`src/uemr_consts.svh`:
```
// Constants for the endpoint mode responder: mode codes, register bit
// positions, reset values and timing figures.
// Assumes inclusion by bare name from the responder's design files.
`ifndef UEMR_CONSTS_SVH
`define UEMR_CONSTS_SVH

// Four-bit endpoint mode codes.
`define UEMR_MODE_DISABLE 4'h0
`define UEMR_MODE_NAK_IO 4'h1
`define UEMR_MODE_STATUS_OUT 4'h2
`define UEMR_MODE_STALL_IO 4'h3
`define UEMR_MODE_IGNORE_IO 4'h4
`define UEMR_MODE_ISO_OUT 4'h5
`define UEMR_MODE_STATUS_IN 4'h6
`define UEMR_MODE_ISO_IN 4'h7
`define UEMR_MODE_NAK_OUT 4'h8
`define UEMR_MODE_ACK_OUT 4'h9
`define UEMR_MODE_NAK_OUT_SIN 4'hA
`define UEMR_MODE_ACK_OUT_SIN 4'hB
`define UEMR_MODE_NAK_IN 4'hC
`define UEMR_MODE_ACK_IN 4'hD
`define UEMR_MODE_NAK_IN_SOUT 4'hE
`define UEMR_MODE_ACK_IN_SOUT 4'hF

// Mode register layout: mode in bits 3..0.
`define UEMR_MODE_ACK_BIT 4
`define UEMR_MODE_OUT_BIT 5
`define UEMR_MODE_IN_BIT 6
`define UEMR_MODE_SETUP_BIT 7
// Count register layout: byte count in bits 3..0.
`define UEMR_CNT_DVAL_BIT 6
`define UEMR_CNT_TOG_BIT 7

// Reset values.
`define UEMR_MODE_RESET 8'h00
`define UEMR_CNT_RESET 8'h00

// Data packet CRC length in bytes.
`define UEMR_CRC_BYTES 2
// Clock rate and write lockout time.
`define UEMR_CLK_MHZ 25
`define UEMR_LOCK_TIME_NS 1000

`endif

```
`src/uemr_pkg.sv`:
```
// Types shared by the endpoint mode responder files.
// Assumes nothing beyond a SystemVerilog compiler.
package uemr_pkg;

  // Token kind delivered by the packet decoder.
  typedef enum logic [1:0] {pid_setup, pid_in, pid_out} uemr_pid_t;

  // Handshake or data answer sent back to the host.
  typedef enum logic [2:0]
  {
    resp_ack,
    resp_nak,
    resp_stall,
    resp_tx0,
    resp_txcnt
  } uemr_resp_t;

  // Action chosen for a token from the endpoint mode.
  typedef enum logic [3:0]
  {
    act_ignore,
    act_setup,
    act_ack,
    act_nak,
    act_stall,
    act_check,
    act_iso,
    act_tx0,
    act_txcnt
  } uemr_act_t;

  // Transaction sequencer states.
  typedef enum logic [1:0] {st_idle, st_data, st_txwait} uemr_state_t;

endpackage

```
`src/uemr_fifo.sv`:
```
// Receive buffer FIFO between the data packet input and firmware.
// Assumes one clock; both sides use valid/ready handshakes.
`timescale 1ns/1ps
module uemr_fifo #(
  parameter int WIDTH = 8,
  parameter int DEPTH = 4
)
(
  // Clock and reset
  input wire logic clk,
  input wire logic rst,
  // Filling side
  input wire logic in_valid,
  output logic in_ready,
  input wire logic [WIDTH-1:0] in_data,
  // Draining side
  output logic out_valid,
  input wire logic out_ready,
  output logic [WIDTH-1:0] out_data
);
  localparam int AW = (DEPTH > 1) ? $clog2(DEPTH) : 1;

  logic [WIDTH-1:0] mem_q [DEPTH];
  logic [AW-1:0] wr_q;
  logic [AW-1:0] rd_q;
  logic [AW:0] level_q;
  logic push;
  logic pop;

  // Full and empty come straight from the fill level.
  assign in_ready = (level_q != (AW+1)'(DEPTH));
  assign out_valid = (level_q != '0);
  assign push = in_valid && in_ready;
  assign pop = out_valid && out_ready;
  assign out_data = mem_q[rd_q];

  // Storage is written only on an accepted push.
  always_ff @(posedge clk)
  begin
    if (push)
      mem_q[wr_q] <= in_data;
  end

  // Pointers wrap at DEPTH so that depth need not be a power of two.
  always_ff @(posedge clk or posedge rst)
  begin
    if (rst)
    begin
      wr_q <= '0;
      rd_q <= '0;
      level_q <= '0;
    end
    else
    begin
      if (push)
        wr_q <= (wr_q == AW'(DEPTH - 1)) ? '0 : wr_q + 1'b1;
      if (pop)
        rd_q <= (rd_q == AW'(DEPTH - 1)) ? '0 : rd_q + 1'b1;
      if (push && !pop)
        level_q <= level_q + 1'b1;
      else if (pop && !push)
        level_q <= level_q - 1'b1;
    end
  end

  no_overfill_a : assert property (@(posedge clk) disable iff (rst)
    level_q <= (AW+1)'(DEPTH))
    else $error("fifo level above depth");
endmodule

```
`src/uemr_responder.sv`:
```
// Endpoint mode responder of a full-speed serial_interface_engine: answers
// SETUP, IN and OUT tokens from the mode bits, keeps status and count
// registers, and locks them against firmware writes after an ACK.
// Assumes a packet decoder on the same clock delivers tokens and data.
//
// Function
// [RULE1] Answer valid transactions only, ignore others.
// [RULE2] Interrupt on completion or buffer corruption.
// [RULE3] Corruption: OUT/SETUP ending with bad CRC.
// [RULE4] Valid data: count below size plus 2.
// [RULE5] OUT endpoints ignore IN, IN ignore OUT.
// [RULE6] IN/OUT status set at transaction end.
// [RULE7] SETUP status set at data phase start.
// [RULE8] ACKed transaction locks mode and count writes.
// [RULE9] Only a register read releases the lock.
// [RULE10] SETUP bit stays writable while locked.
// [RULE11] Lockout lasts about one microsecond.
// [RULE12] Firmware checks SETUP bit before mode write.
// [RULE13] Firmware reads mode at interrupt start.
// [RULE14] Low nibble of mode register selects response.
// [RULE15] Reset to disabled; disabled stays until firmware.
// [RULE16] Accepted SETUP switches mode to NAK in/out.
// [RULE17] ACK modes fall to NAK modes, 1010/1110 excepted.
// [RULE18] Disabled mode ignores everything, no interrupt.
// [RULE19] NAK/stall modes answer, set status, interrupt.
// [RULE20] Valid SETUP stored, ACKed; bad one only interrupts.
`timescale 1ns/1ps
`include "uemr_consts.svh"
module uemr_responder #(
  parameter int EP_SIZE = 8,
  parameter int FIFO_DEPTH = 4
)
(
  // Clock and reset
  input wire logic clk,
  input wire logic rst,
  // Token from the packet decoder
  input wire logic tok_valid,
  input wire uemr_pkg::uemr_pid_t tok_pid,
  input wire logic tok_ep_valid,
  // Data packet from the packet decoder, payload bytes without CRC
  input wire logic dat_start,
  input wire logic dat_byte_valid,
  input wire logic [7:0] dat_byte,
  output logic dat_byte_ready,
  input wire logic dat_end,
  input wire logic dat_crc_ok,
  input wire logic dat_err,
  input wire logic dat_toggle,
  // Host handshake after our IN data
  input wire logic host_ack,
  // Answer to the host
  output logic resp_valid,
  output uemr_pkg::uemr_resp_t resp_code,
  // Firmware register ports
  input wire logic mode_wr,
  input wire logic [7:0] mode_wdata,
  input wire logic mode_rd,
  output logic [7:0] mode_rdata,
  input wire logic cnt_wr,
  input wire logic [7:0] cnt_wdata,
  input wire logic cnt_rd,
  output logic [7:0] cnt_rdata,
  input wire logic stall_en,
  output logic wr_locked,
  output logic ep_irq,
  // Receive buffer drain
  output logic rx_valid,
  input wire logic rx_ready,
  output logic [7:0] rx_data
);
  import uemr_pkg::*;

  localparam int LOCK_CYC = (`UEMR_LOCK_TIME_NS * `UEMR_CLK_MHZ) / 1000;

  uemr_state_t state_q, state_d;
  uemr_act_t act_q, act_d;
  logic [3:0] mode_q;
  logic setup_bit_q, in_bit_q, out_bit_q, ack_bit_q;
  logic [3:0] cnt_q;
  logic dval_q, data_toggle_bit_q;
  logic [4:0] byte_cnt_q;
  logic lock_q;
  logic [5:0] hold_q;
  logic resp_valid_q, ep_irq_q;
  uemr_resp_t resp_code_q;
  // Events from the sequencer to the register processes.
  logic hw_mode, set_setup, set_in, set_out, set_ack, upd_data, do_lock;
  logic do_irq, resp_fire, pkt_good, storing, fifo_in_ready;
  logic [3:0] hw_mode_val;
  uemr_resp_t resp_val;

  // Response to an OUT token per mode; IN-only modes ignore OUT.
  function automatic uemr_act_t out_act(logic [3:0] m, logic st);
    unique case (m)
      `UEMR_MODE_NAK_IO, `UEMR_MODE_NAK_OUT,
      `UEMR_MODE_NAK_OUT_SIN: out_act = act_nak;
      `UEMR_MODE_STALL_IO, `UEMR_MODE_STATUS_IN: out_act = act_stall;
      `UEMR_MODE_STATUS_OUT, `UEMR_MODE_NAK_IN_SOUT,
      `UEMR_MODE_ACK_IN_SOUT: out_act = act_check;
      `UEMR_MODE_ISO_OUT: out_act = act_iso;
      `UEMR_MODE_ACK_OUT: out_act = st ? act_stall : act_ack;
      `UEMR_MODE_ACK_OUT_SIN: out_act = act_ack;
      default: out_act = act_ignore;
    endcase
  endfunction

  // Response to an IN token per mode; OUT-only modes ignore IN.
  function automatic uemr_act_t in_act(logic [3:0] m, logic st);
    unique case (m)
      `UEMR_MODE_NAK_IO, `UEMR_MODE_NAK_IN,
      `UEMR_MODE_NAK_IN_SOUT: in_act = act_nak;
      `UEMR_MODE_STALL_IO, `UEMR_MODE_STATUS_OUT: in_act = act_stall;
      `UEMR_MODE_STATUS_IN, `UEMR_MODE_NAK_OUT_SIN,
      `UEMR_MODE_ACK_OUT_SIN: in_act = act_tx0;
      `UEMR_MODE_ISO_IN: in_act = act_iso;
      `UEMR_MODE_ACK_IN: in_act = st ? act_stall : act_txcnt;
      `UEMR_MODE_ACK_IN_SOUT: in_act = act_txcnt;
      default: in_act = act_ignore;
    endcase
  endfunction

  // Modes that take a SETUP; disabled and non-control modes do not.
  function automatic logic takes_setup(logic [3:0] m);
    unique case (m)
      `UEMR_MODE_NAK_IO, `UEMR_MODE_STATUS_OUT, `UEMR_MODE_STALL_IO,
      `UEMR_MODE_IGNORE_IO, `UEMR_MODE_STATUS_IN, `UEMR_MODE_NAK_OUT_SIN,
      `UEMR_MODE_ACK_OUT_SIN, `UEMR_MODE_NAK_IN_SOUT,
      `UEMR_MODE_ACK_IN_SOUT: takes_setup = 1'b1;
      default: takes_setup = 1'b0;
    endcase
  endfunction

  // Packet validity: size including CRC and every error check.
  assign pkt_good = dat_crc_ok && !dat_err &&
    (int'(byte_cnt_q) + `UEMR_CRC_BYTES < EP_SIZE + `UEMR_CRC_BYTES); // RULE4
  assign storing = (state_q == st_data) &&
    (act_q == act_setup || act_q == act_ack || act_q == act_iso);

  // Sequencer: decides answers and the register events of each cycle.
  always_comb
  begin
    state_d = state_q;
    act_d = act_q;
    hw_mode = 1'b0;
    hw_mode_val = mode_q;
    set_setup = 1'b0;
    set_in = 1'b0;
    set_out = 1'b0;
    set_ack = 1'b0;
    upd_data = 1'b0;
    do_lock = 1'b0;
    do_irq = 1'b0;
    resp_fire = 1'b0;
    resp_val = resp_ack;
    unique case (state_q)
      st_idle:
      begin
        // Tokens for other endpoints are never answered.
        if (tok_valid && tok_ep_valid) // RULE1
        begin
          unique case (tok_pid)
            pid_setup:
            begin
              if (takes_setup(mode_q)) // RULE18
              begin
                state_d = st_data;
                act_d = act_setup;
              end
            end
            pid_out:
            begin
              act_d = out_act(mode_q, stall_en); // RULE5
              if (act_d != act_ignore)
                state_d = st_data;
            end
            pid_in:
            begin
              act_d = in_act(mode_q, stall_en); // RULE5
              unique case (act_d)
                act_nak, act_stall:
                begin
                  resp_fire = 1'b1; // RULE19
                  resp_val = (act_d == act_nak) ? resp_nak : resp_stall;
                  set_in = 1'b1;
                  do_irq = 1'b1;
                end
                act_iso:
                begin
                  resp_fire = 1'b1;
                  resp_val = resp_txcnt;
                  set_in = 1'b1;
                  do_irq = 1'b1;
                end
                act_tx0, act_txcnt:
                begin
                  resp_fire = 1'b1;
                  resp_val = (act_d == act_tx0) ? resp_tx0 : resp_txcnt;
                  state_d = st_txwait;
                end
                default:
                begin
                end
              endcase
            end
            default:
            begin
            end
          endcase
        end
      end
      st_data:
      begin
        if (dat_start && act_q == act_setup)
          set_setup = 1'b1; // RULE7
        if (dat_end)
        begin
          state_d = st_idle;
          do_irq = !dat_crc_ok; // RULE3
          unique case (act_q)
            act_setup, act_ack, act_iso:
            begin
              upd_data = 1'b1; // RULE20
              set_out = (act_q != act_setup); // RULE6
              do_irq = 1'b1; // RULE2
              if (pkt_good && act_q != act_iso)
              begin
                resp_fire = 1'b1;
                set_ack = 1'b1;
                do_lock = 1'b1;
                hw_mode = 1'b1;
                if (act_q == act_setup)
                  hw_mode_val = `UEMR_MODE_NAK_IO; // RULE16
                else
                  hw_mode_val = {mode_q[3:1], 1'b0}; // RULE17
              end
            end
            act_check:
            begin
              if (pkt_good)
              begin
                resp_fire = 1'b1;
                set_out = 1'b1;
                do_irq = 1'b1;
                if (byte_cnt_q == '0 && dat_toggle)
                begin
                  set_ack = 1'b1;
                  do_lock = 1'b1;
                end
                else
                  resp_val = resp_stall;
              end
            end
            default:
            begin
              if (pkt_good)
              begin
                resp_fire = 1'b1; // RULE19
                resp_val = (act_q == act_nak) ? resp_nak : resp_stall;
                set_out = 1'b1;
                do_irq = 1'b1;
              end
            end
          endcase
        end
      end
      st_txwait:
      begin
        // A new token means the host never acknowledged our data.
        if (host_ack)
        begin
          state_d = st_idle;
          set_in = 1'b1; // RULE6
          set_ack = 1'b1;
          do_lock = 1'b1;
          do_irq = 1'b1;
          if (mode_q == `UEMR_MODE_ACK_IN || mode_q == `UEMR_MODE_ACK_IN_SOUT)
          begin
            hw_mode = 1'b1;
            hw_mode_val = {mode_q[3:1], 1'b0}; // RULE17
          end
        end
        else if (tok_valid)
          state_d = st_idle;
      end
      default:
        state_d = st_idle;
    endcase
  end

  // Sequencer state and the answer to the host.
  always_ff @(posedge clk or posedge rst)
  begin
    if (rst)
    begin
      state_q <= st_idle;
      act_q <= act_ignore;
      resp_valid_q <= 1'b0;
      resp_code_q <= resp_ack;
      ep_irq_q <= 1'b0;
    end
    else
    begin
      state_q <= state_d;
      act_q <= act_d;
      resp_valid_q <= resp_fire;
      resp_code_q <= resp_fire ? resp_val : resp_code_q;
      ep_irq_q <= do_irq; // RULE2
    end
  end

  // Payload byte counter, saturating so long packets stay oversize.
  always_ff @(posedge clk or posedge rst)
  begin
    if (rst)
      byte_cnt_q <= '0;
    else if (state_q != st_data)
      byte_cnt_q <= '0;
    else if (dat_byte_valid && dat_byte_ready && byte_cnt_q != 5'h1F)
      byte_cnt_q <= byte_cnt_q + 5'h01;
  end

  // Mode field: hardware changes beat firmware, which the lock gates.
  always_ff @(posedge clk or posedge rst)
  begin
    if (rst)
      mode_q <= 4'(`UEMR_MODE_RESET); // RULE15
    else if (hw_mode)
      mode_q <= hw_mode_val;
    else if (mode_wr && !lock_q) // RULE8
      mode_q <= mode_wdata[3:0]; // RULE14
  end

  // Token status bits; a hardware set wins over a firmware write.
  always_ff @(posedge clk or posedge rst)
  begin
    if (rst)
    begin
      setup_bit_q <= 1'b0;
      in_bit_q <= 1'b0;
      out_bit_q <= 1'b0;
      ack_bit_q <= 1'b0;
    end
    else
    begin
      if (set_setup)
        setup_bit_q <= 1'b1;
      else if (mode_wr) // RULE10
        setup_bit_q <= mode_wdata[`UEMR_MODE_SETUP_BIT];
      if (set_in)
        in_bit_q <= 1'b1;
      else if (mode_wr && !lock_q)
        in_bit_q <= mode_wdata[`UEMR_MODE_IN_BIT];
      if (set_out)
        out_bit_q <= 1'b1;
      else if (mode_wr && !lock_q)
        out_bit_q <= mode_wdata[`UEMR_MODE_OUT_BIT];
      if (set_ack)
        ack_bit_q <= 1'b1;
      else if (mode_wr && !lock_q)
        ack_bit_q <= mode_wdata[`UEMR_MODE_ACK_BIT];
    end
  end

  // Count register: byte count, data-valid flag and data toggle.
  always_ff @(posedge clk or posedge rst)
  begin
    if (rst)
    begin
      cnt_q <= 4'(`UEMR_CNT_RESET);
      dval_q <= 1'b0;
      data_toggle_bit_q <= 1'b0;
    end
    else if (upd_data)
    begin
      cnt_q <= (byte_cnt_q > 5'h0F) ? 4'hF : byte_cnt_q[3:0];
      dval_q <= pkt_good;
      data_toggle_bit_q <= dat_toggle;
    end
    else if (cnt_wr && !lock_q) // RULE8
    begin
      cnt_q <= cnt_wdata[3:0];
      dval_q <= cnt_wdata[`UEMR_CNT_DVAL_BIT];
      data_toggle_bit_q <= cnt_wdata[`UEMR_CNT_TOG_BIT];
    end
  end

  // Write lock: held for the lockout time, then freed by a read.
  // Early reads are ignored so the engine finishes its own update.
  always_ff @(posedge clk or posedge rst)
  begin
    if (rst)
    begin
      lock_q <= 1'b0;
      hold_q <= '0;
    end
    else if (do_lock)
    begin
      lock_q <= 1'b1; // RULE8
      hold_q <= 6'(LOCK_CYC); // RULE11
    end
    else
    begin
      if (hold_q != '0)
        hold_q <= hold_q - 6'h01;
      else if (mode_rd || cnt_rd)
        lock_q <= 1'b0; // RULE9
    end
  end

  // Stored packets go to the buffer; other data is simply accepted.
  // Bytes past the endpoint size are dropped, so a full buffer must not
  // stall them, or an oversize packet would never reach its end.
  assign dat_byte_ready = (storing && int'(byte_cnt_q) < EP_SIZE) ?
    fifo_in_ready : 1'b1;

  uemr_fifo #(
    .WIDTH(8),
    .DEPTH(FIFO_DEPTH)
  ) u_fifo (
    .clk(clk),
    .rst(rst),
    .in_valid(storing && dat_byte_valid &&
      int'(byte_cnt_q) < EP_SIZE),
    .in_ready(fifo_in_ready),
    .in_data(dat_byte),
    .out_valid(rx_valid),
    .out_ready(rx_ready),
    .out_data(rx_data)
  );

  assign mode_rdata = {setup_bit_q, in_bit_q, out_bit_q, ack_bit_q, mode_q};
  assign cnt_rdata = {data_toggle_bit_q, dval_q, 2'b00, cnt_q};
  assign resp_valid = resp_valid_q;
  assign resp_code = resp_code_q;
  assign ep_irq = ep_irq_q;
  assign wr_locked = lock_q;

  disabled_ignore_a : assert property (@(posedge clk) disable iff (rst)
    tok_valid && mode_q == `UEMR_MODE_DISABLE |=> !resp_valid && !ep_irq
    && state_q == st_idle) // RULE18
    else $error("disabled endpoint answered");
  ack_locks_a : assert property (@(posedge clk) disable iff (rst)
    resp_fire && resp_val == resp_ack |=> lock_q) // RULE8
    else $error("ack did not lock registers");
  locked_mode_a : assert property (@(posedge clk) disable iff (rst)
    lock_q && !hw_mode |=> $stable(mode_q)) // RULE8
    else $error("locked mode changed");
  lock_hold_a : assert property (@(posedge clk) disable iff (rst)
    do_lock |=> lock_q [*8]) // RULE11
    else $error("lock released too early");
  unlock_read_a : assert property (@(posedge clk) disable iff (rst)
    lock_q && !mode_rd && !cnt_rd |=> lock_q) // RULE9
    else $error("lock released without read");
  setup_exempt_a : assert property (@(posedge clk) disable iff (rst)
    lock_q && mode_wr && !set_setup |=>
    setup_bit_q == $past(mode_wdata[`UEMR_MODE_SETUP_BIT])) // RULE10
    else $error("setup bit not writable");
  setup_nak_a : assert property (@(posedge clk) disable iff (rst)
    state_q == st_data && act_q == act_setup && dat_end && pkt_good
    |=> mode_q == `UEMR_MODE_NAK_IO && resp_code == resp_ack) // RULE16
    else $error("setup did not switch to nak mode");
  setup_early_a : assert property (@(posedge clk) disable iff (rst)
    state_q == st_data && act_q == act_setup && dat_start
    |=> setup_bit_q) // RULE7
    else $error("setup status late");
  oversize_a : assert property (@(posedge clk) disable iff (rst)
    state_q == st_data && dat_end && int'(byte_cnt_q) >= EP_SIZE
    |=> !resp_valid) // RULE4
    else $error("oversize packet answered");
  corrupt_irq_a : assert property (@(posedge clk) disable iff (rst)
    state_q == st_data && dat_end && !dat_crc_ok |=> ep_irq) // RULE3
    else $error("corruption without interrupt");
endmodule

```
`config.mk`:
```
export PLATFORM = sky130hd
export DESIGN_NAME = uemr_responder
export DESIGN_NICKNAME = d
export VERILOG_FILES = /design/src/uemr_pkg.sv /design/src/uemr_fifo.sv /design/src/uemr_responder.sv
export VERILOG_INCLUDE_DIRS = /design/src
export SDC_FILE = /design/constraint.sdc
export NUM_CORES = 1
export LEC_CHECK = 0
export BUFFER_PORTS_ARGS = -buffer_cell sky130_fd_sc_hd__clkbuf_2
export CAP_MARGIN = 10
export CORE_UTILIZATION = 51
export DETAILED_ROUTE_END_ITERATION = 6
export GPL_ROUTABILITY_DRIVEN = 0
export PLACE_DENSITY = 0.74
export SLEW_MARGIN = 5
export SYNTH_ARGS = -nofsm -noshare
export SYNTH_HDL_FRONTEND = slang
export SYNTH_SLANG_ARGS = --single-unit
```
`constraint.sdc`:
```
create_clock -name clk -period 2.64 [get_ports clk]
set_input_delay 0.264 -clock clk [delete_from_list [all_inputs] [get_ports clk]]
set_output_delay 0.264 -clock clk [all_outputs]
set_load 0.01 [all_outputs]
```
# Word level (Yosys, flattened, before mapping)
# Memory sizes are Yosys's and may differ from the RTL's.
# Index checks and enable logic that the tools add are counted.
classes:
  add_sub_neg: 7
  magnitude_cmp: 3
  n_eq_ne: 56
  mux: 109
  n_reduce_logical: 60
ops:
  columns: ["op", "n"]
  rows:
  - ["4-bit two-way mux", 17]
  - ["1-bit two-way mux", 52]
  - ["4-bit == test, second input constant", 9]
  - ["4-bit by 3-bit == test with 1-bit output, second input constant", 8]
  - ["2-bit two-way mux", 15]
  - ["3-bit != test, second input constant", 8]
  - ["4-bit case mux with 6 select lines", 1]
  - ["7-bit AND reduction", 3]
  - ["4-bit by 2-bit == test with 1-bit output, second input constant", 5]
  - ["2-bit nonzero test", 10]
  - ["1-bit logical AND", 18]
  - ["3-bit two-way mux", 6]
  - ["3-bit case mux with 6 select lines", 1]
  - ["3-bit OR reduction", 6]
  - ["6-bit two-way mux", 2]
  - ["2-bit != test, second input constant", 6]
  - ["2-bit case mux with 3 select lines", 2]
  - ["4-bit case mux with 3 select lines", 1]
  - ["5-bit two-way mux", 2]
  - ["2-bit by 1-bit != test with 1-bit output, second input constant", 5]
  - ["1-bit case mux with 2 select lines", 5]
  - ["3-bit case mux with 3 select lines", 1]
  - ["2-bit == test, second input constant", 4]
  - ["4-bit by 1-bit == test with 1-bit output, second input constant", 2]
  - ["other kinds (30)", 46]
totals:
  regBits: 44
  ramBits: 32
  mem_bits_ro: 16
  output_inout_bits: 32
  n_memories: 2
mem_list:
  columns: ["name", "depth", "width", "read_ports", "rd_clocked_by_memory_dff", "wr", "line_no", "source"]
  rows:
  - ["u_fifo.mem_q", 4, 8, 1, 0, 1, "uemr_fifo.sv:23", "logic [WIDTH-1:0] mem_q [DEPTH];"]
  - ["(name not given)", 16, 1, 1, 0, 0, "uemr_responder.sv:125", "unique case (m)"]

# Depth between registers and ports, before layout
# Gate-level depths: netlist (run 1).
logic_depth:
  ltp_word: 13
  depth_mapped: 10
  ltp_nobuf: 10

# Hierarchy
# A second synthesis (run 1) with hierarchy kept.
unflattened:
  cells_unflattened: 385
  hier_area_um2: 4280.4
by_module_without_submodules:
  columns: ["module", "instances", "cells_per_inst", "area_per_inst_um2", "seq_area_each_um2"]
  rows:
  - ["uemr_responder", 1, 305, 2677.6, 925.9]
  - ["uemr_fifo", 1, 80, 1602.8, 1136.1]

# Worst setup path after synthesis (run 1)
# No wires, ideal clock.
synth_path:
  path_type: "reg-to-reg"
  startpoint: "register state_q[1]"
  endpoint: "register u_fifo.level_q[2]"
  setup_time_ns: 0.079
  t_arrival_ns: 2.584
  t_required_ns: 2.561
  slack_ns: -0.023
  path_stages_with_launch: 11
  path_buffers: 0
  cell_sequence: "dfrtp_1 -> inv_1 -> ha_1 -> or3b_1 -> a2111oi_4 -> ha_1 -> inv_1 -> fa_1 -> xor2_1 -> nor2_1 -> xor2_1"
synth_between:
  elab_chain_cells: 8
synth_rtl:
  columns: ["item", "line_no", "source"]
  rows:
  - ["start, declared", "uemr_responder.sv:76", "uemr_state_t state_q, state_d;"]
  - ["start signal, assigned", "uemr_responder.sv:296", "state_q <= st_idle;"]
  - ["start signal, assigned", "uemr_responder.sv:304", "state_q <= state_d;"]
  - ["2-bit by 1-bit == test with 1-bit output (*)", "uemr_responder.sv:137", "assign storing = (state_q == st_data) &&"]
  - ["1-bit logical AND (*)", "uemr_responder.sv:137", null]
  - ["1-bit logical AND (*) (2 in a row)", "uemr_responder.sv:423", ".in_valid(storing && dat_byte_valid &&"]
  - ["1-bit logical AND (*)", "uemr_fifo.sv:33", "assign push = in_valid && in_ready;"]
  - ["named net u_fifo.push", "uemr_fifo.sv:27", "logic push;"]
  - ["1-bit zero test", "uemr_fifo.sv:61", "else if (pop && !push)"]
  - ["1-bit logical AND", "uemr_fifo.sv:61", null]
  - ["2-bit nonzero test (no line)", null, null]
  - ["end signal, assigned", "uemr_fifo.sv:60", "level_q <= level_q + 1'b1;"]
  - ["end signal, assigned", "uemr_fifo.sv:62", "level_q <= level_q - 1'b1;"]
  - ["end, declared", "uemr_fifo.sv:26", "logic [AW:0] level_q;"]
# The timed path passes the listed nets; every way through them passes the cells marked *.
# A chain may end at the register's enable or synchronous reset.

# Worst setup path after layout (run 1)
# Same ends and word-level chain as after synthesis.

==> out/qor.yml, run 1 <==
outcome: "complete, no violations"
met3_usage_pct: 3.94
cts-root-buf: "clkbuf_8"
critPathLaunchType: "flop"
synthCells: 373
rows: 32
die_h_um: 92.3
fin_area_um2: 4860
cts_sinks: 76
synth_warnings: 0
ys_types: 70
syn_area_um2: 4160
areaGrowthSynthToFinish_pct: 16.7
multi_input_area_um2: 1910
syn_area_per_cell_um2: 11.2
end_kind: "flop"
io_pins: 75
grtUsageMet1_pct: 29.4
synthFlopType: "dfrtp_1"
ir_drop_uv: 528
drt-initial-drc-count: 120
setup_violations: 0
max_freq_ghz: 0.403
grt_usage_pct: 21.6
cp_slowest_cell: "dfrtp_1"
synth_top_area_cell: "dfrtp_1"
grt.overflow.total: 0
core_area_um2: 7810
synth_seq_area_share_pct: 49.6
grt_first_pass_wirelength_um: 14100
dr.pass1.iters: 4
antenna_left: 0
layout_commonest_cell: "clkbuf_2"
path_buf_inv: 2
hpwl_um: 6220
final_cell_mix: "70 x clkbuf_2, 44 x dfrtp_1, 41 x nand2_1"
viasPerCell: 5.52
cp_top_family: "adder cells"
cts_htree_levels: 3
placedInstanceArea_um2: 4580
wl_per_cell_um: 15.7
crit_chain: "inv_2 -> ha_4 -> or3b_4 -> a2111oi_4 -> ha_2 -> inv_1 -> fa_2 -> xor2_1 -> nor2_1 -> xor2_1"
synth-edff-count: 32
num_antenna_cells: 0
seq_area_um2: 2060
fin_skew_ns: 0.0103
synth_top_area_share_pct: 26.5
crit_type: "reg -> reg"
grt_use_met2_pct: 34.0
synth.area.top_cells: "dfrtp_1 26%, edfxtp_1 23%, ha_1 6.0%"
antenna_found_initial: 0
fp.dieW_um: 92.3
numCtsBuffers: 9
dieArea_um2: 8520
async_flop_share_pct: 57.9
portBuffers: 70
p_per_area_nw_per_um2: 1080
worst_pin_slew_ns: 0.913
clockBufferDepth: 2
clk_pin_slew_ns: 0.09
final_max_slew_viol_count: 0
crit_arrival_ns: 2.76
min_period_ns: 2.48
finalHoldViolCount: 0
wl_um: 8620
p_leak_nw: 2.20
crit_top_cell: "xor2_1"
grt_pass1_vias: 2915
clk_latency_ns: 0.36
synth_seq_cells: 76
drive_gt1_share_pct: 27.6
critPathMaxFanout: 2
drcViolationCount: 0
cts_hold_buf: 0
start_util_pct: 53.3
crit_required_ns: 2.92
hold_class: "in -> async"
dpl_worst_slack_ns: -0.00375
grt-busiest-layer: "met2"
layout.nets: 508
cap_viol_max_count: 0
via_count: 3043
cts_tree: "done"
max_stage_delay_ns: 0.40
layout_setup_ws_ns: 0.159
rsz0062_at_grt: "no"
relSlewSlack_pct: 39.0
fin_crit_sh_pct: 94.0
n_fill_cell: 661
grt_max_degree: 45
[what timing repair did]
item | 4_1_cts | 5_1_grt
gates cloned | 0 | 0
pin swaps | 3 | 4
setup endpoints to repair | 1 | 1
buffers inserted | 3 | 1
gates resized for setup | 4 | 2
[per-stage QoR]
step	hold slack (ns)	std cells	setup TNS (ns)	util [%]	total power, mW
6_report	0.0784	551	0	62.2	5.27
5_1_grt	0.105	551	0	62.2	5.65
4_1_cts	0.102	550	0	61.9	5.28
3_5_place_dp	0.476	531	-0.00375	58.6	4.21
3_3_place_gp	0.464	531	0	58.6	4.13
2_1_floorplan	0.363	374	0	-	3.61
[sequential cells by signal (all words and copies together), names as in the netlist, 3 cells and up]
register and cells:
hold_q 6, mode_q 4, resp_code 3, byte_cnt_q 5
u_fifo.mem_q 32, cnt_q 4, u_fifo.level_q 3, act_q 4
[path summary, 6_finish.rpt]
path / from / endpoint / slack [ns] / depth (start not counted)
worst max-delay path: state_q[1] / u_fifo.level_q[2] / 0.16 / 10
worst min-delay path: rst / cnt_q[1] / 0.08 / 2
worst max register to register: state_q[1] / u_fifo.level_q[2] / 0.16 / 10
worst min register to register: data_toggle_bit_q / data_toggle_bit_q / 0.49 / 2
max in group asynchronous: rst / u_fifo.wr_q[0] / 1.98 / 2
min in group clk: mode_wdata[6] / in_bit_q / 0.11 / 2
[power breakdown]
| group | switching, mW | internal [mW] |
|---|---|---|
| clock network | 0.471 | 0.548 |
| registers | 0.392 | 1.57 |
| logic | 1.20 | 1.08 |
[area by class of cell]
| type | count | share of cell area, % |
|---|---|---|
| timing repair buffer | 82 | 9.07 |
| clock buffer | 9 | 2.55 |
| clock inverter | 7 | 2.19 |
| sequential | 76 | 42.5 |
| tap | 102 | 2.63 |
| inverter | 24 | 1.86 |
| multi-input combinational | 251 | 39.2 |
[cells in the mapped netlist (all sizes together), types with 5 or more instances]
master  number
xor2         5
clkbuf      11
dfrtp       44
nand2       41
o22ai        6
and3         7
o21ai       21
mux2i       11
mux4         8
nand2b       6
ha          20
xnor2        7
edfxtp      32
inv         24
nor2b        6
buf         12
a21oi       13
nor3         7
and2         7
nor2        14
nand3        8
[cells by family (layout without fill, tap and decap cells)]
| group | after synthesis | count (layout) | synth area share (%) |
|---|---|---|---|
| buffers and inverters | 47 | 122 | 5.20 |
| adders and majority gates | 21 | 21 | 6.50 |
| and+or+nand+nor | 116 | 116 | 14.8 |
| xor gates and xnor gates | 12 | 12 | 2.53 |
| muxes | 21 | 21 | 7.52 |
| DFF | 76 | 76 | 49.6 |
| AOI/OAI and AO/OA | 79 | 79 | 13.8 |
| other | 1 | 2 | 0.0901 |
[worst register-to-register path, stage by stage (launching register included)]
cell and delay, ns:
dfrtp_1 0.40, inv_2 0.08, ha_4 0.12, or3b_4 0.39
a2111oi_4 0.32, ha_2 0.25, inv_1 0.05, fa_2 0.33
xor2_1 0.16, nor2_1 0.13, xor2_1 0.16
[layer usage]
metal,share of wire (%),vias to the layer above
met2,48,73
met3,3.9,17
met4,1.9,0
met5,0,-
met1,46,1465
li1,-,1488
Note: power is estimated with default switching activity, not from simulation.
==> run 2: changes to the inputs <==
- CORE_MARGIN: default -> 1
- RECOVER_POWER: default -> 25
==> run 2 against run 1 <==
Compared with the run above:
- the run now ends with max-capacitance violations, max-slew violations left
- worst hold slack improved by 0.033 ns
- via count increased by 0.23%
- final cell count did not move
- global-route usage did not move
- sequential cell count is the same
- largest cell class unchanged
- highest routed layer unchanged
==> out/qor.yml, run 2 (synthesis gave the netlist of run 1 again) <==
wl_um: 8590  # -0.37%
crit_chain: "inv_2 -> ha_4 -> or3b_4 -> a2111oi_4 -> ha_2 -> inv_1 -> fa_2 -> xor2_1 -> nor2_1 -> xor2_1"
grt.overflow.total: 0  # unchanged
wl_per_cell_um: 15.6  # -0.37%
critPathLaunchType: "flop"
final_cell_mix: "62 x clkbuf_2, 44 x dfrtp_1, 41 x nand2_1"
drt-initial-drc-count: 125  # +4.2%
layout_commonest_cell: "clkbuf_2"
cts_htree_levels: 3  # unchanged
grt_first_pass_wirelength_um: 14100  # unchanged
setup_violations: 0  # unchanged
num_antenna_cells: 0  # unchanged
fin_skew_ns: 0.0107  # +0.000423 ns
max_stage_delay_ns: 0.40  # about the same
grt_pass1_vias: 2915  # unchanged
end_kind: "flop"
drive_gt1_share_pct: 25.6  # -2.0 points
clk_latency_ns: 0.36  # about the same
cts_sinks: 76  # unchanged
finalHoldViolCount: 0  # unchanged
cp_slowest_cell: "dfrtp_1"
placedInstanceArea_um2: 4580  # unchanged
fin_area_um2: 4850  # -0.21%
antenna_left: 0  # unchanged
clk_pin_slew_ns: 0.08  # about the same
clockBufferDepth: 2  # unchanged
finalNonFillerCells: 551  # unchanged
grt_usage_pct: 21.6  # unchanged
core_area_um2: 7810  # unchanged
dr.pass1.iters: 4  # unchanged
numCtsBuffers: 9  # unchanged
largest_registers: "u_fifo.mem_q: 32 flops, hold_q: 6 flops, byte_cnt_q: 5 flops"
cp_top_family: "adder cells"
ir_drop_uv: 528  # about the same
power.total_mw: 5.26  # about the same
drcViolationCount: 0  # unchanged
max_freq_ghz: 0.403  # about the same
final_max_slew_viol_count: 45  # +45
viasPerCell: 5.54  # +0.23%
crit_required_ns: 2.92  # about the same
areaGrowthSynthToFinish_pct: 16.5
fin_crit_sh_pct: 94.0  # about the same
relSlewSlack_pct: -9.70  # -49 points
top_register: "u_fifo.mem_q"
cap_viol_max_count: 1  # +1
die_h_um: 92.3  # unchanged
worst_pin_slew_ns: 1.64  # +0.731 ns
cts_hold_buf: 0  # unchanged
crit_type: "reg -> reg"
outcome: "finished, violations left"
largest_reg_flops: 32  # unchanged
crit_arrival_ns: 2.76  # about the same
violations: "max-capacitance violations, max-slew violations"
path_buf_inv: 2  # unchanged
rows: 32  # unchanged
dp.cells: 531  # unchanged
grt_max_degree: 45  # unchanged
p_leak_nw: 2.18  # -1.0%
cts_tree: "done"
utilization_pct: 62.1  # -0.13 points
crit_top_cell: "xor2_1"
io_pins: 75  # unchanged
hold_class: "in -> reg"
hpwl_um: 6220  # unchanged
antenna_found_initial: 0  # unchanged
portBuffers: 70  # unchanged
p_per_area_nw_per_um2: 1090  # +0.14%
critPathMaxFanout: 2  # unchanged
start_util_pct: 53.3  # unchanged
layout.nets: 508  # unchanged
via_count: 3050  # +0.23%
cts-root-buf: "clkbuf_8"
dieArea_um2: 8520  # unchanged
fp.dieW_um: 92.3  # unchanged
min_period_ns: 2.48  # +0.0000140 ns
rsz0062_at_grt: "no"
==> run 2: cell types whose count changed in the layout (fill, tap and decap cells not counted) <==
| cell | delta |
|---|---|
| clkbuf_1 | +8 |
| clkbuf_2 | -8 |
| inv_1 | +1 |
| inv_2 | -1 |
==> run 2: final timing paths <==
path	from	end	slack, ns	cells after the start
max	state_q[1]	u_fifo.level_q[2]	0.16	10
min	mode_wdata[6]	in_bit_q	0.11	2
max reg2reg	state_q[1]	u_fifo.level_q[2]	0.16	10
min reg2reg	data_toggle_bit_q	data_toggle_bit_q	0.49	2
max in group asynchronous	rst	u_fifo.wr_q[0]	1.29	2
min in group asynchronous	rst	cnt_q[1]	0.38	2
==> run 2: timing repair <==
item	4_1_cts	5_1_grt
buffers inserted	3	1
gates resized for setup	4	2
setup endpoints to repair	1	1
endpoints found under the hold margin	0	0
pin swaps	3	4
==> run 2: stage by stage <==
stage / setup slack, ns / setup TNS [ns] / hold WS, ns
2_1_floorplan: 0.0243 / 0 / 0.363
3_5_place_dp: -0.00375 / -0.00375 / 0.476
5_1_grt: 0.0238 / 0 / 0.110
3_3_place_gp: 0.108 / 0 / 0.464
4_1_cts: 0.0145 / 0 / 0.102
6_report: 0.159 / 0 / 0.111
==> run 2: layout make-up <==
cell class | count | area (um2)
fillers | 667 | 2960
flip-flops and latches | 76 | 2060
multi-input cells | 251 | 1910
repair buffers | 82 | 430
well taps | 102 | 128
clock buffers | 9 | 124
clock inverters | 7 | 106
inverters | 24 | 90.1
==> run 2: report_power, final <==
part           switching, mW  internal [mW]
Combinational           1.20           1.08
Sequential             0.391           1.57
Clock                  0.471          0.548
==> run 2: routing by layer <==
layer  track usage (%)  routed length (um)  vias to the layer above  share of wire (%)
met1              29.4                3920                     1466                 46
met5                 0                   0                        -                  0
met4              9.24                 160                        0                1.9
met3              3.94                 333                       17                3.9
li1                  -                   -                     1488                  -
met2              34.0                4180                       79                 49
==> run 3: changes to the inputs <==
- CORE_UTILIZATION: 51 -> 35
- MAX_ROUTING_LAYER: default -> met4
- PLACE_DENSITY: 0.74 -> 0.53
- REMOVE_ABC_BUFFERS: default -> 1
==> run 3 against run 2 <==
Compared with the run above:
- design area increased by 1.4%
- die area rose by 45%
- fmax down 0.33%
- first-iteration DRC count increased by 6.4%
- worst hold slack improved by 0.029 ns
- via count shrank 0.75%
- core utilization decreased by 19 points
- sequential share of layout area is 0.57 points lower
- highest routed layer unchanged
- clock skew fell by 0.0035 ns
- wire length is 11% higher
- the run ends with design-rule violations, max-capacitance violations, max-slew violations left
- combinational power down 2%
- register-to-register slack barely moved
==> out/qor.yml, run 3 (synthesis gave the netlist of run 1 again) <==
outcome: "finished, violations left"
violations: "design-rule violations, max-capacitance violations, max-slew violations"
fin_area_um2: 4910  # +1.4%
layout.nets: 505  # -0.59%
dp.cells: 572  # +7.7%
fp.dieW_um: 111  # +20%
startpoint: "state_q[1]"
antenna_left: 0  # unchanged
io_pins: 75  # unchanged
drive_gt1_share_pct: 24.7  # -0.95 points
r2r_cells: 10  # unchanged
crit_arrival_ns: 2.76  # about the same
final_max_slew_viol_count: 45  # unchanged
cts_sinks: 76  # unchanged
die_h_um: 111  # +20%
ir_drop_uv: 386  # -27%
final_cell_mix: "62 x clkbuf_2, 44 x dfrtp_1, 41 x nand2_1"
finalNonFillerCells: 589  # +6.9%
cts_tree: "done"
wl_per_cell_um: 16.2  # +4.1%
grt.overflow.total: 0  # unchanged
worst_pin_slew_ns: 1.73  # +0.0882 ns
power.clock.fraction_pct: 21.4  # +2.0 points
cts-root-buf: "clkbuf_16"
r2r-start: "state_q[1]"
hold_class: "in -> reg"
max_stage_delay_ns: 0.39  # about the same
finalHoldViolCount: 0  # unchanged
dr.pass1.iters: 6  # +2
viasPerCell: 5.14  # -7.2%
crit_required_ns: 2.91  # about the same
areaGrowthSynthToFinish_pct: 18.1
hold_ws_ns: 0.140  # +0.0294 ns
p_leak_nw: 2.17  # -0.40%
layout_commonest_cell: "clkbuf_2"
critPathLaunchType: "flop"
via_count: 3027  # -0.75%
end_kind: "flop"
pwr-share-comb_pct: 41.6  # -1.7 points
relSlewSlack_pct: -15.6  # -5.9 points
seq_area_um2: 2060  # unchanged
clk_pin_slew_ns: 0.06  # -0.02 ns
top_register: "u_fifo.mem_q"
grt_usage_pct: 16.9  # -4.7 points
wl_um: 9560  # +11%
placedInstanceArea_um2: 4630  # +1.1%
rows: 39  # +22%
rsz0062_at_grt: "no"
internal-power_mw: 3.28  # +2.5%
layout_setup_ws_ns: 0.151  # -0.00811 ns
p_sw_share_pct: 39.2  # +0.040 points
start_util_pct: 36.1  # -17 points
clockBufferDepth: 2  # unchanged
fin_crit_sh_pct: 94.3  # +0.31 points
p_per_area_nw_per_um2: 1100  # +1.1%
drcViolationCount: 9  # +9
power.switching_mw: 2.12  # +2.6%
num_antenna_cells: 0  # unchanged
cts_hold_buf: 0  # unchanged
cap_viol_max_count: 1  # unchanged
grt_first_pass_wirelength_um: 15600  # +10%
fin_skew_ns: 0.00724  # -0.00347 ns
crit_chain: "inv_1 -> ha_2 -> or3b_4 -> a2111oi_4 -> ha_2 -> inv_1 -> fa_2 -> xor2_1 -> nor2_1 -> xor2_1"
grt_max_degree: 45  # unchanged
n_fill_cell: 1117  # +67%
cp_slowest_cell: "or3b_4"
grt_pass1_vias: 3043  # +4.4%
critPathMaxFanout: 2  # unchanged
finalSetupTns_ns: 0  # unchanged
hpwl_um: 6990  # +12%
max_freq_ghz: 0.402  # -0.33%
r2r_slack_ns: 0.15  # about the same
rr_endpoint: "u_fifo.level_q[2]"
dieArea_um2: 12300  # +45%
setup_violations: 0  # unchanged
antenna_found_initial: 0  # unchanged
cts_htree_levels: 3  # unchanged
p_seq_share_pct: 37.0  # -0.3 points
multi_input_area_um2: 1900  # -0.53%
largest_reg_flops: 32  # unchanged
endpoint: "u_fifo.level_q[2]"
drt-initial-drc-count: 133  # +6.4%
clk_latency_ns: 0.34  # -0.02 ns
numCtsBuffers: 9  # unchanged
dpl_worst_slack_ns: 0.0358  # +0.0396 ns
min_period_ns: 2.49  # +0.00811 ns
portBuffers: 70  # unchanged
core_area_um2: 11500  # +47%
largest_registers: "u_fifo.mem_q: 32 flops, hold_q: 6 flops, byte_cnt_q: 5 flops"
crit_type: "reg -> reg"
-- run 3: cell count changes in the layout (fill, tap and decap cells not counted), moves of 2 or more --
cell and delta:
buf_4 -3, clkbuf_16 +9, clkbuf_8 -9, clkinvlp_4 +3, bufinv_16 -2
-- run 3: what timing repair did --
action | in CTS | in global routing
setup buffers | 0 | 1
endpoints found under the setup margin | 0 | 1
gates resized for setup | 0 | 4
-- run 3: how the worst min path moves through the flow --
stage	from	end	slack [ns]	cells past startpoint
after floorplan	dat_byte[0]	u_fifo.mem_q[0][0]	0.36	0
after global placement	u_fifo.level_q[2]	u_fifo.level_q[2]	0.47	1
after detailed placement	data_toggle_bit_q	data_toggle_bit_q	0.49	2
after CTS	mode_wdata[6]	in_bit_q	0.13	2
after global routing	mode_wdata[6]	in_bit_q	0.15	2
final	mode_wdata[6]	in_bit_q	0.14	2
-- run 3: metrics by stage --
stage | utilization [%] | total power [mW]
floorplan | - | 3.49
global placement | 40.2 | 4.21
detailed placement | 40.2 | 4.25
CTS | 42.6 | 5.44
global route | 42.7 | 5.81
finish | 42.7 | 5.40
-- run 3: per-layer routing --
metal | global-route usage, % | part of all wire (%)
met3 | 3.28 | 4.0
met4 | 7.30 | 1.6
met1 | 21.7 | 47
met5 | - | 0
met2 | 26.0 | 47
-- run 3: power groups by stage --
stage	registers (mW)	clock network [mW]	logic (mW)
after floorplan	2.01	0	1.48
after global placement	2.00	0	2.21
after detailed placement	2.02	0	2.23
after CTS	2.01	1.19	2.25
after global routing	2.07	1.23	2.51
final	2.00	1.16	2.24
-- run 3: critical path: cells and delay by family (launching register included) --
family	cells	cell delay [ns]
AND/OR/NAND/NOR	2	0.52
buffers and inverters	2	0.13
flip-flops	1	0.37
AO/OA/AOI/OAI	1	0.32
XOR/XNOR	2	0.31
adder cells (fa/ha/maj)	3	0.75
-- run 3: cell type report --
cell class | instances | share of cell area, %
sequential | 76 | 42.0
multi-input combinational | 251 | 38.6
timing repair buffer | 79 | 8.30
clock buffer | 10 | 4.66
tap | 143 | 3.64
inverter | 24 | 1.83
clock inverter | 6 | 0.993
